### config.mk
export PLATFORM = sky130hd
export DESIGN_NAME = link_interrupt_event_flags
export DESIGN_NICKNAME = d
export VERILOG_FILES = /design/src/event_flags_pkg.sv /design/src/link_interrupt_event_flags.sv
export VERILOG_INCLUDE_DIRS = /design/src
export SDC_FILE = /design/constraint.sdc
export NUM_CORES = 1
export LEC_CHECK = 0
export BUFFER_PORTS_ARGS = -buffer_cell sky130_fd_sc_hd__buf_2
export CAP_MARGIN = 40
export CELL_PAD_IN_SITES_DETAIL_PLACEMENT = 1
export CELL_PAD_IN_SITES_GLOBAL_PLACEMENT = 1
export CORE_UTILIZATION = 45
export CTS_CLUSTER_DIAMETER = 30
export DETAILED_ROUTE_END_ITERATION = 16
export MAX_ROUTING_LAYER = met4
export PLACE_DENSITY = 0.85
export SYNTH_ARGS = -nofsm -noshare
export SYNTH_HDL_FRONTEND = slang
export SYNTH_SLANG_ARGS = --single-unit
### constraint.sdc
create_clock -name clock -period 1.95 [get_ports clock]
set_input_delay 0.4875 -clock clock [delete_from_list [all_inputs] [get_ports clock]]
set_output_delay 0.4875 -clock clock [all_outputs]
set_load 0.005 [all_outputs]
### src/event_flags_cfg.svh
// register offsets, field positions and reset values of the event flag block
`ifndef EVENT_FLAGS_CFG_SVH
`define EVENT_FLAGS_CFG_SVH

`define EVT_SET_OFFSET        8'h80
`define EVT_CLEAR_OFFSET      8'h84
`define EVT_MASK_SET_OFFSET   8'h88
`define EVT_MASK_CLEAR_OFFSET 8'h8C
`define EVT_SRC_OFFSET        8'h90

`define EVT_BIT_MISSED_CYCLE  22
`define EVT_BIT_SECONDS       21
`define EVT_BIT_NEW_CYCLE     20
`define EVT_BIT_PHY_STATUS    19
`define EVT_BIT_ACCESS_FAIL   18
`define EVT_BIT_BUS_REINIT    17
`define EVT_BIT_ID_DONE       16
`define EVT_BIT_ID_STICKY     15
`define EVT_BIT_ATOMIC_ERR    9
`define EVT_BIT_POSTED_ERR    8
`define EVT_BIT_ISO_RX        7
`define EVT_BIT_ISO_TX        6
`define EVT_BIT_SECONDS_SRC   6

`define EVT_LATCHED_MASK      32'h007F833F
`define EVT_RESET_VALUE       32'h00000000
`define EVT_MASK_RESET_VALUE  32'h00000000

`endif

### src/event_flags_pkg.sv
// types shared by the event flag block
package event_flags_pkg;

	typedef struct packed {
		logic [7:0]  addr;
		logic [31:0] wdata;
		logic        write;
		logic        read;
	} reg_req_t;

	typedef struct packed {
		logic       cycle_start_seen;
		logic       subaction_gap;
		logic       arb_reset_gap;
		logic [6:0] cycle_seconds;
		logic       cycle_count_lsb;
		logic       phy_status_irq;
		logic       phy_access_fail;
		logic       phy_bus_reset;
		logic       id_stream_done;
		logic       atomic_no_ack;
		logic       posted_store_fault;
		logic       iso_rx_any;
		logic       iso_tx_any;
		logic       rx_resp_stored;
		logic       rx_req_stored;
		logic       rx_resp_dma_done;
		logic       rx_req_dma_done;
		logic       tx_resp_dma_done;
		logic       tx_req_dma_done;
	} event_src_t;

	typedef enum logic [1:0] {
		CYC_IDLE    = 2'b00,
		CYC_WAIT    = 2'b01,
		CYC_GAP     = 2'b11
	} cyc_state_t;

endpackage

### src/link_interrupt_event_flags.sv
// event flag register of a serial bus link controller
//
// Added by the designer: the address-and-strobe port and the register offsets.
`timescale 1ns/1ps
`include "event_flags_cfg.svh"

module link_interrupt_event_flags (
	input  wire logic                        clock,
	input  wire logic                        rstn,
	input  wire event_flags_pkg::reg_req_t   req,
	input  wire event_flags_pkg::event_src_t src,
	output logic [31:0]                      rdata,
	output logic [22:0]                      events
);

	// ****************************************
	// source synchronisers
	// ****************************************
	localparam int SW = $bits(event_flags_pkg::event_src_t);
	logic [SW-1:0] sync1;
	logic [SW-1:0] sync2;
	logic [SW-1:0] prev;
	event_flags_pkg::event_src_t s;
	event_flags_pkg::event_src_t p;

	// sources come from the transceiver and dma domains
	always_ff @(posedge clock or negedge rstn) begin
		if (!rstn) begin
			sync1 <= '0;
			sync2 <= '0;
			prev  <= '0;
		end else begin
			sync1 <= src;
			sync2 <= sync1;
			prev  <= sync2;
		end
	end
	assign s = event_flags_pkg::event_src_t'(sync2);
	assign p = event_flags_pkg::event_src_t'(prev);

	// ****************************************
	// cycle loss detector
	// ****************************************
	event_flags_pkg::cyc_state_t cyc;
	event_flags_pkg::cyc_state_t next_cyc;
	wire sync_edge  = s.cycle_count_lsb != p.cycle_count_lsb;
	wire start_rise = s.cycle_start_seen & ~p.cycle_start_seen;
	wire gap_rise   = s.subaction_gap & ~p.subaction_gap;
	wire arb_rise   = s.arb_reset_gap & ~p.arb_reset_gap;
	logic lost_hit;

	always_comb begin
		next_cyc = cyc;
		lost_hit = 1'b0;
		case (cyc)
			event_flags_pkg::CYC_IDLE: begin
				if (sync_edge)
					next_cyc = event_flags_pkg::CYC_WAIT;
			end
			event_flags_pkg::CYC_WAIT: begin
				if (start_rise) begin
					next_cyc = event_flags_pkg::CYC_IDLE;
				end else if (sync_edge || arb_rise) begin
					lost_hit = 1'b1;
					next_cyc = sync_edge ? event_flags_pkg::CYC_WAIT
						: event_flags_pkg::CYC_IDLE;
				end else if (gap_rise) begin
					next_cyc = event_flags_pkg::CYC_GAP;
				end
			end
			event_flags_pkg::CYC_GAP: begin
				// a start must come right after the first gap
				if (start_rise) begin
					next_cyc = event_flags_pkg::CYC_IDLE;
				end else begin
					lost_hit = 1'b1;
					next_cyc = sync_edge ? event_flags_pkg::CYC_WAIT
						: event_flags_pkg::CYC_IDLE;
				end
			end
			default: next_cyc = event_flags_pkg::CYC_IDLE;
		endcase
	end

	always_ff @(posedge clock or negedge rstn) begin
		if (!rstn)
			cyc <= event_flags_pkg::CYC_IDLE;
		else
			cyc <= next_cyc;
	end

	// ****************************************
	// hardware set terms
	// ****************************************
	logic [22:0] hw_set;
	wire reinit_rise = s.phy_bus_reset & ~p.phy_bus_reset;
	wire id_rise     = s.id_stream_done & ~p.id_stream_done;

	always_comb begin
		hw_set = '0;
		hw_set[`EVT_BIT_MISSED_CYCLE] = lost_hit;
		hw_set[`EVT_BIT_SECONDS] = s.cycle_seconds[`EVT_BIT_SECONDS_SRC]
			^ p.cycle_seconds[`EVT_BIT_SECONDS_SRC];
		hw_set[`EVT_BIT_NEW_CYCLE] = sync_edge;
		hw_set[`EVT_BIT_PHY_STATUS] = s.phy_status_irq
			& ~p.phy_status_irq;
		// flag is set on the third clock edge after the failure, through the two-stage synchroniser, well ahead of any next access
		hw_set[`EVT_BIT_ACCESS_FAIL] = s.phy_access_fail
			& ~p.phy_access_fail;
		hw_set[`EVT_BIT_BUS_REINIT] = reinit_rise;
		hw_set[`EVT_BIT_ID_DONE] = id_rise;
		hw_set[`EVT_BIT_ID_STICKY] = id_rise;
		hw_set[`EVT_BIT_ATOMIC_ERR] = s.atomic_no_ack
			& ~p.atomic_no_ack;
		hw_set[`EVT_BIT_POSTED_ERR] = s.posted_store_fault
			& ~p.posted_store_fault;
		hw_set[5] = s.rx_resp_stored & ~p.rx_resp_stored;
		hw_set[4] = s.rx_req_stored & ~p.rx_req_stored;
		hw_set[3] = s.rx_resp_dma_done & ~p.rx_resp_dma_done;
		hw_set[2] = s.rx_req_dma_done & ~p.rx_req_dma_done;
		hw_set[1] = s.tx_resp_dma_done & ~p.tx_resp_dma_done;
		hw_set[0] = s.tx_req_dma_done & ~p.tx_req_dma_done;
	end

	// ****************************************
	// register decode
	// ****************************************
	logic [31:0] flags;
	logic [31:0] mask;
	localparam logic [31:0] LATCHED = `EVT_LATCHED_MASK;
	wire wr_set   = req.write && req.addr == `EVT_SET_OFFSET;
	wire wr_clr   = req.write && req.addr == `EVT_CLEAR_OFFSET;
	wire wr_mset  = req.write && req.addr == `EVT_MASK_SET_OFFSET;
	wire wr_mclr  = req.write && req.addr == `EVT_MASK_CLEAR_OFFSET;
	wire [31:0] sw_set = wr_set ? (req.wdata & LATCHED) : 32'h00000000;
	wire [31:0] sw_clr = wr_clr ? (req.wdata & LATCHED) : 32'h00000000;
	wire [31:0] hw32   = {9'h000, hw_set};
	// reinit wipes the primary identity flag, not the sticky one
	wire [31:0] reinit_clr = reinit_rise ?
		(32'h00000001 << `EVT_BIT_ID_DONE) : 32'h00000000;
	wire [31:0] next_flags = ((flags & ~sw_clr & ~reinit_clr)
		| sw_set | (hw32 & ~reinit_clr)) & LATCHED;
	wire [31:0] next_mask = ((mask | (wr_mset ? req.wdata : 32'h00000000))
		& ~(wr_mclr ? req.wdata : 32'h00000000));

	// summaries are live, never stored, never writable
	wire [31:0] live = flags | {24'h000000, s.iso_rx_any, s.iso_tx_any,
		6'h00};
	wire [31:0] evt_view = live & mask & {17'h00000, 5'h00, 10'h3FF}
		| live & mask & 32'hFFFF8000;
	wire [31:0] src_view = {25'h0000000, s.cycle_seconds};
	wire [31:0] next_rdata =
		(req.addr == `EVT_SET_OFFSET || req.addr == `EVT_CLEAR_OFFSET)
			? evt_view :
		(req.addr == `EVT_MASK_SET_OFFSET || req.addr == `EVT_MASK_CLEAR_OFFSET)
			? mask :
		(req.addr == `EVT_SRC_OFFSET) ? src_view : 32'h00000000;

	always_ff @(posedge clock or negedge rstn) begin
		if (!rstn) begin
			flags  <= `EVT_RESET_VALUE;
			mask   <= `EVT_MASK_RESET_VALUE;
			rdata  <= 32'h00000000;
			events <= '0;
		end else begin
			flags  <= next_flags;
			mask   <= next_mask;
			rdata  <= req.read ? next_rdata : 32'h00000000;
			events <= live[22:0];
		end
	end

	// ****************************************
	// assertions
	// ****************************************
	property p_set_beats_clear;
		@(posedge clock) disable iff (!rstn)
		(hw_set[0] && wr_clr && req.wdata[0]) |=> flags[0];
	endproperty
	a_set_beats_clear: assert property (p_set_beats_clear)
		else $error("hardware set lost to clear");

	property p_clear_only_by_write;
		@(posedge clock) disable iff (!rstn)
		($past(flags[4]) && !flags[4]) |-> $past(wr_clr && req.wdata[4]);
	endproperty
	a_clear_only_by_write: assert property (p_clear_only_by_write)
		else $error("event bit cleared without clear write");

	property p_sw_set;
		@(posedge clock) disable iff (!rstn)
		(wr_set && req.wdata[1]) |=> flags[1];
	endproperty
	a_sw_set: assert property (p_sw_set)
		else $error("set write did not raise bit");

	property p_reinit_clears_id;
		@(posedge clock) disable iff (!rstn)
		(reinit_rise && !(wr_set && req.wdata[16]))
			|=> flags[17] && !flags[16];
	endproperty
	a_reinit_clears_id: assert property (p_reinit_clears_id)
		else $error("identity flag survived reinit");

	property p_sticky_holds;
		@(posedge clock) disable iff (!rstn)
		(flags[15] && !(wr_clr && req.wdata[15])) |=> flags[15];
	endproperty
	a_sticky_holds: assert property (p_sticky_holds)
		else $error("sticky identity flag dropped");

	property p_reserved_zero;
		@(posedge clock) disable iff (!rstn)
		req.read |=> rdata[14:10] == 5'h00;
	endproperty
	a_reserved_zero: assert property (p_reserved_zero)
		else $error("reserved bits read nonzero");

	property p_read_masked;
		@(posedge clock) disable iff (!rstn)
		(req.read && req.addr == `EVT_SET_OFFSET && !mask[20])
			|=> !rdata[20];
	endproperty
	a_read_masked: assert property (p_read_masked)
		else $error("masked bit visible on read");

	property p_new_cycle;
		@(posedge clock) disable iff (!rstn)
		(s.cycle_count_lsb != p.cycle_count_lsb) |=> flags[20];
	endproperty
	a_new_cycle: assert property (p_new_cycle)
		else $error("new cycle flag not set");

	property p_missed_two_syncs;
		@(posedge clock) disable iff (!rstn)
		(cyc == event_flags_pkg::CYC_WAIT && sync_edge && !start_rise)
			|=> flags[22];
	endproperty
	a_missed_two_syncs: assert property (p_missed_two_syncs)
		else $error("missed cycle not flagged");

	property p_rx_summary;
		@(posedge clock) disable iff (!rstn)
		(mask[7] && s.iso_rx_any) |=> events[7];
	endproperty
	a_rx_summary: assert property (p_rx_summary)
		else $error("receive summary not shown");

	property p_seconds_flag;
		@(posedge clock) disable iff (!rstn)
		(s.cycle_seconds[6] != p.cycle_seconds[6]) |=> flags[21];
	endproperty
	a_seconds_flag: assert property (p_seconds_flag)
		else $error("seconds rollover flag not set");

	property p_phy_status;
		@(posedge clock) disable iff (!rstn)
		(s.phy_status_irq && !p.phy_status_irq) |=> flags[19];
	endproperty
	a_phy_status: assert property (p_phy_status)
		else $error("status request flag not set");

	property p_access_fail;
		@(posedge clock) disable iff (!rstn)
		(s.phy_access_fail && !p.phy_access_fail) |=> flags[18];
	endproperty
	a_access_fail: assert property (p_access_fail)
		else $error("access failure flag not set");

	property p_reinit_flag;
		@(posedge clock) disable iff (!rstn)
		reinit_rise |=> flags[17];
	endproperty
	a_reinit_flag: assert property (p_reinit_flag)
		else $error("reinit flag not set");

	property p_id_done;
		@(posedge clock) disable iff (!rstn)
		(id_rise && !reinit_rise) |=> flags[16];
	endproperty
	a_id_done: assert property (p_id_done)
		else $error("identity done flag not set");

	property p_sticky_set;
		@(posedge clock) disable iff (!rstn)
		id_rise |=> flags[15];
	endproperty
	a_sticky_set: assert property (p_sticky_set)
		else $error("sticky identity flag not set");

	property p_atomic_err;
		@(posedge clock) disable iff (!rstn)
		(s.atomic_no_ack && !p.atomic_no_ack) |=> flags[9];
	endproperty
	a_atomic_err: assert property (p_atomic_err)
		else $error("atomic response error not flagged");

	property p_posted_err;
		@(posedge clock) disable iff (!rstn)
		(s.posted_store_fault && !p.posted_store_fault) |=> flags[8];
	endproperty
	a_posted_err: assert property (p_posted_err)
		else $error("posted store error not flagged");

	property p_tx_summary;
		@(posedge clock) disable iff (!rstn)
		s.iso_tx_any |=> events[6];
	endproperty
	a_tx_summary: assert property (p_tx_summary)
		else $error("transmit summary not shown");

	property p_summary_unlatched;
		@(posedge clock) disable iff (!rstn)
		(!s.iso_rx_any && !s.iso_tx_any) |=> events[7:6] == 2'b00;
	endproperty
	a_summary_unlatched: assert property (p_summary_unlatched)
		else $error("summary bit held after source dropped");

	property p_resp_pkt;
		@(posedge clock) disable iff (!rstn)
		(s.rx_resp_stored && !p.rx_resp_stored) |=> flags[5];
	endproperty
	a_resp_pkt: assert property (p_resp_pkt)
		else $error("response packet flag not set");

	property p_req_pkt;
		@(posedge clock) disable iff (!rstn)
		(s.rx_req_stored && !p.rx_req_stored) |=> flags[4];
	endproperty
	a_req_pkt: assert property (p_req_pkt)
		else $error("request packet flag not set");

	property p_rx_resp_dma;
		@(posedge clock) disable iff (!rstn)
		(s.rx_resp_dma_done && !p.rx_resp_dma_done) |=> flags[3];
	endproperty
	a_rx_resp_dma: assert property (p_rx_resp_dma)
		else $error("receive response dma flag not set");

	property p_rx_req_dma;
		@(posedge clock) disable iff (!rstn)
		(s.rx_req_dma_done && !p.rx_req_dma_done) |=> flags[2];
	endproperty
	a_rx_req_dma: assert property (p_rx_req_dma)
		else $error("receive request dma flag not set");

	property p_tx_resp_done;
		@(posedge clock) disable iff (!rstn)
		(s.tx_resp_dma_done && !p.tx_resp_dma_done) |=> flags[1];
	endproperty
	a_tx_resp_done: assert property (p_tx_resp_done)
		else $error("transmit response done not set");

	property p_tx_req_done;
		@(posedge clock) disable iff (!rstn)
		(s.tx_req_dma_done && !p.tx_req_dma_done) |=> flags[0];
	endproperty
	a_tx_req_done: assert property (p_tx_req_done)
		else $error("transmit request done not set");

endmodule // link_interrupt_event_flags

==> results.ini <==
[outcome]
status = completed

[cts]
root_buffer = clkbuf_16
clock_latency_ns = 0.43
cts_buffers = 17
h-tree-depth = 4
cts_tree = yes
clk_path_buf_depth = 2
cts.clk_slew.worst_paths_ns = 0.06
clkSinkCount = 167

[global_routing]
antenna_found_initial = 0
grt_pass1_vias = 4100
grt_overflow_total = 0
grt_max_degree = 66
track_usage_pct = 23.6
grt_pass1_wl_um = 21500

[sta]
period_minus_slack_ns = 1.67
period_share_pct = 85.8
setup_violations = 0
setup_tns_ns = 0
fin_skew_ns = 0.00558
rsz0062_at_grt = false
drv_slew = 0
worst_slack_ns = 0.276
hold_violations = 0
fmax_ghz = 0.597

[routing]
top_layer = met4
num_vias = 3650
drtAntennaViolNets = 0
drc_errors = 0
wl_met1_um = 5440
routed_wl_um = 13600
wl_per_cell_um = 18.6
vias_per_cell = 4.98
drt_iter0_drc = 143
dr.pass1.iters = 4
routed-wl-met2_um = 7210
wl_met3_um = 618

[die]
die_h_um = 114
pin_count = 124
die_area_um2 = 13000
core_area_um2 = 12200
die_w_um = 114
rows = 40
floorplan.initialDensity_pct = 46.6

[placement]
dp_hpwl_um = 8990
place_inst = 702
pre_cts_ws_ns = -0.119
portBuffers = 118
place_congestion = 0.760

[final_layout]
post_layout_nonfiller_instances = 733
antenna_cells = 0
area_growth_pct = 25.3
nFillCells = 1257
drive_above_1_share_pct = 30.1
final_nets = 623

[worst_hold_path]
min-delay-path-class = in -> reg
worstHoldStart = src[4]
hold_depth = 1

[setup_path]
end_kind = flip-flop
start_kind = input pin
rr_worst_depth = 3
crit_type = in -> reg
crit_required_ns = 2.26
reg2reg_from = s[14]
critPathArrivalTime_ns = 1.98
critPathLaunch = req[40]
crit_path_max_fanout = 16

[synthesis]
syn_area_per_cell_um2 = 13.6
ys_seq_elements = 167
synth_edf_count = 0
synth_flop_cell = dfrtp_1
seq_area_frac_synth_pct = 73.7
yosys-top-cells-count = dfrtp_1 (167), nand2_1 (58), inv_1 (36)
netlist_instances = 416
syn_area_um2 = 5670
yosysMostFrequentCell = dfrtp_1
ys.warnings.count = 0
synthDistinctLibCells = 28
yosysTopAreaCell = dfrtp_1
synth_async_sr_flop_share_pct = 100
synth.top_cell.area_share_pct = 73.7
synth_area_leaders = dfrtp_1 (74%), mux2i_1 (5.7%), nand2_1 (3.8%)

[flow_run]
max_cap_violations = 0

[power_and_ir_drop]
power_density_nw_per_um2 = 1000
p_leak_nw = 3.62
vdd_drop_max_uv = 709

==> flip-flops by register name, summed over array words and instances, names as in the netlist <==
name    count
cyc         2
events     16
flags      16
mask       32
p          19
rdata      32
s          25
sync1      25
==> worst max-delay path: stages <==
cell     delay [ns]
buf_2          0.10
or3_4          0.43
nor3_2         0.22
nand2_1        0.22
buf_4          0.27
nor3_1         0.25
==> cell type report <==
type                    instances  area, um2  area share, %
multi-input cells             194       1240           17.4
clock buffers                  27        513           7.22
inverters                      36        135           1.90
flip-flops and latches        167       4180           58.8
clock inverters                 3       40.0          0.564
repair buffers                138        787           11.1
well taps                     168        210           2.96
==> through the flow <==
stage                     area, um2  utilization (%)  hold WS [ns]  power [mW]
after floorplan                5680                -         0.192        3.81
after global placement         6540             53.8         0.331        4.00
after detailed placement       6540             53.8         0.336        4.03
after CTS                      7100             58.4         0.147        7.19
after global routing           7100             58.4         0.146        7.36
final                          7100             58.4         0.163        7.12
==> cell families (layout without fill, tap and decap cells) <==
| kind of cell | after synthesis | after routing | share of synthesized area (%) |
|---|---|---|---|
| AO/OA/AOI/OAI | 46 | 46 | 5.61 |
| XOR/XNOR | 3 | 3 | 0.464 |
| buffers and inverters | 59 | 204 | 4.77 |
| flip-flops | 167 | 167 | 73.7 |
| multiplexers | 32 | 32 | 5.65 |
| other | 1 | 5 | 0.0662 |
| AND/OR/NAND/NOR | 108 | 108 | 9.71 |
==> per-layer routing <==
layer / vias to the layer above / global-route usage [%]
li1: 1634 / -
met1: 1865 / 26.2
met2: 122 / 40.6
met3: 29 / 6.35
met4: 0 / 9.18
met5: - / -
==> path summary, 6_finish.rpt <==
path	to	slack, ns
setup / recovery	rdata[28]	0.28
hold / removal	sync1[4]	0.16
setup reg to reg	flags[22]	0.71
hold reg to reg	s[3]	0.35
max in group asynchronous	p[13]	0.86
min in group asynchronous	s[22]	0.46
==> report_power, final <==
group          switching [mW]  internal [mW]  total (mW)  leakage [nW]
sequential             0.0507           3.59        3.64          1.85
combinational           0.210          0.124       0.334          1.50
clock                    1.23           1.91        3.14         0.273
==> placed cells by master, fill, tap and decap left out, types with 2 or more instances in the layout <==
cell type	netlist	routed
mux2i_1	32	32
clkinv_2	0	2
a21oi_1	12	12
conb_1	1	5
nor2_1	3	3
xor2_1	2	2
nand2_1	58	58
buf_12	0	3
clkbuf_16	0	17
nor2b_1	12	12
nor4_4	3	3
dfrtp_1	167	167
a221o_1	15	15
buf_4	8	16
clkbuf_8	0	5
inv_1	36	36
nor3_1	25	24
buf_2	3	117
o21ai_0	16	16
clkbuf_1	10	5
==> timing repair <==
item / CTS / global route
setup endpoints to repair: 0 / 0
setup buffers: 0 / 0
gates resized for setup: 0 / 0
hold buffers: 1 / 0
endpoints found under the hold margin: 16 / 0
No activity file was read; power rests on OpenSTA's default activity.
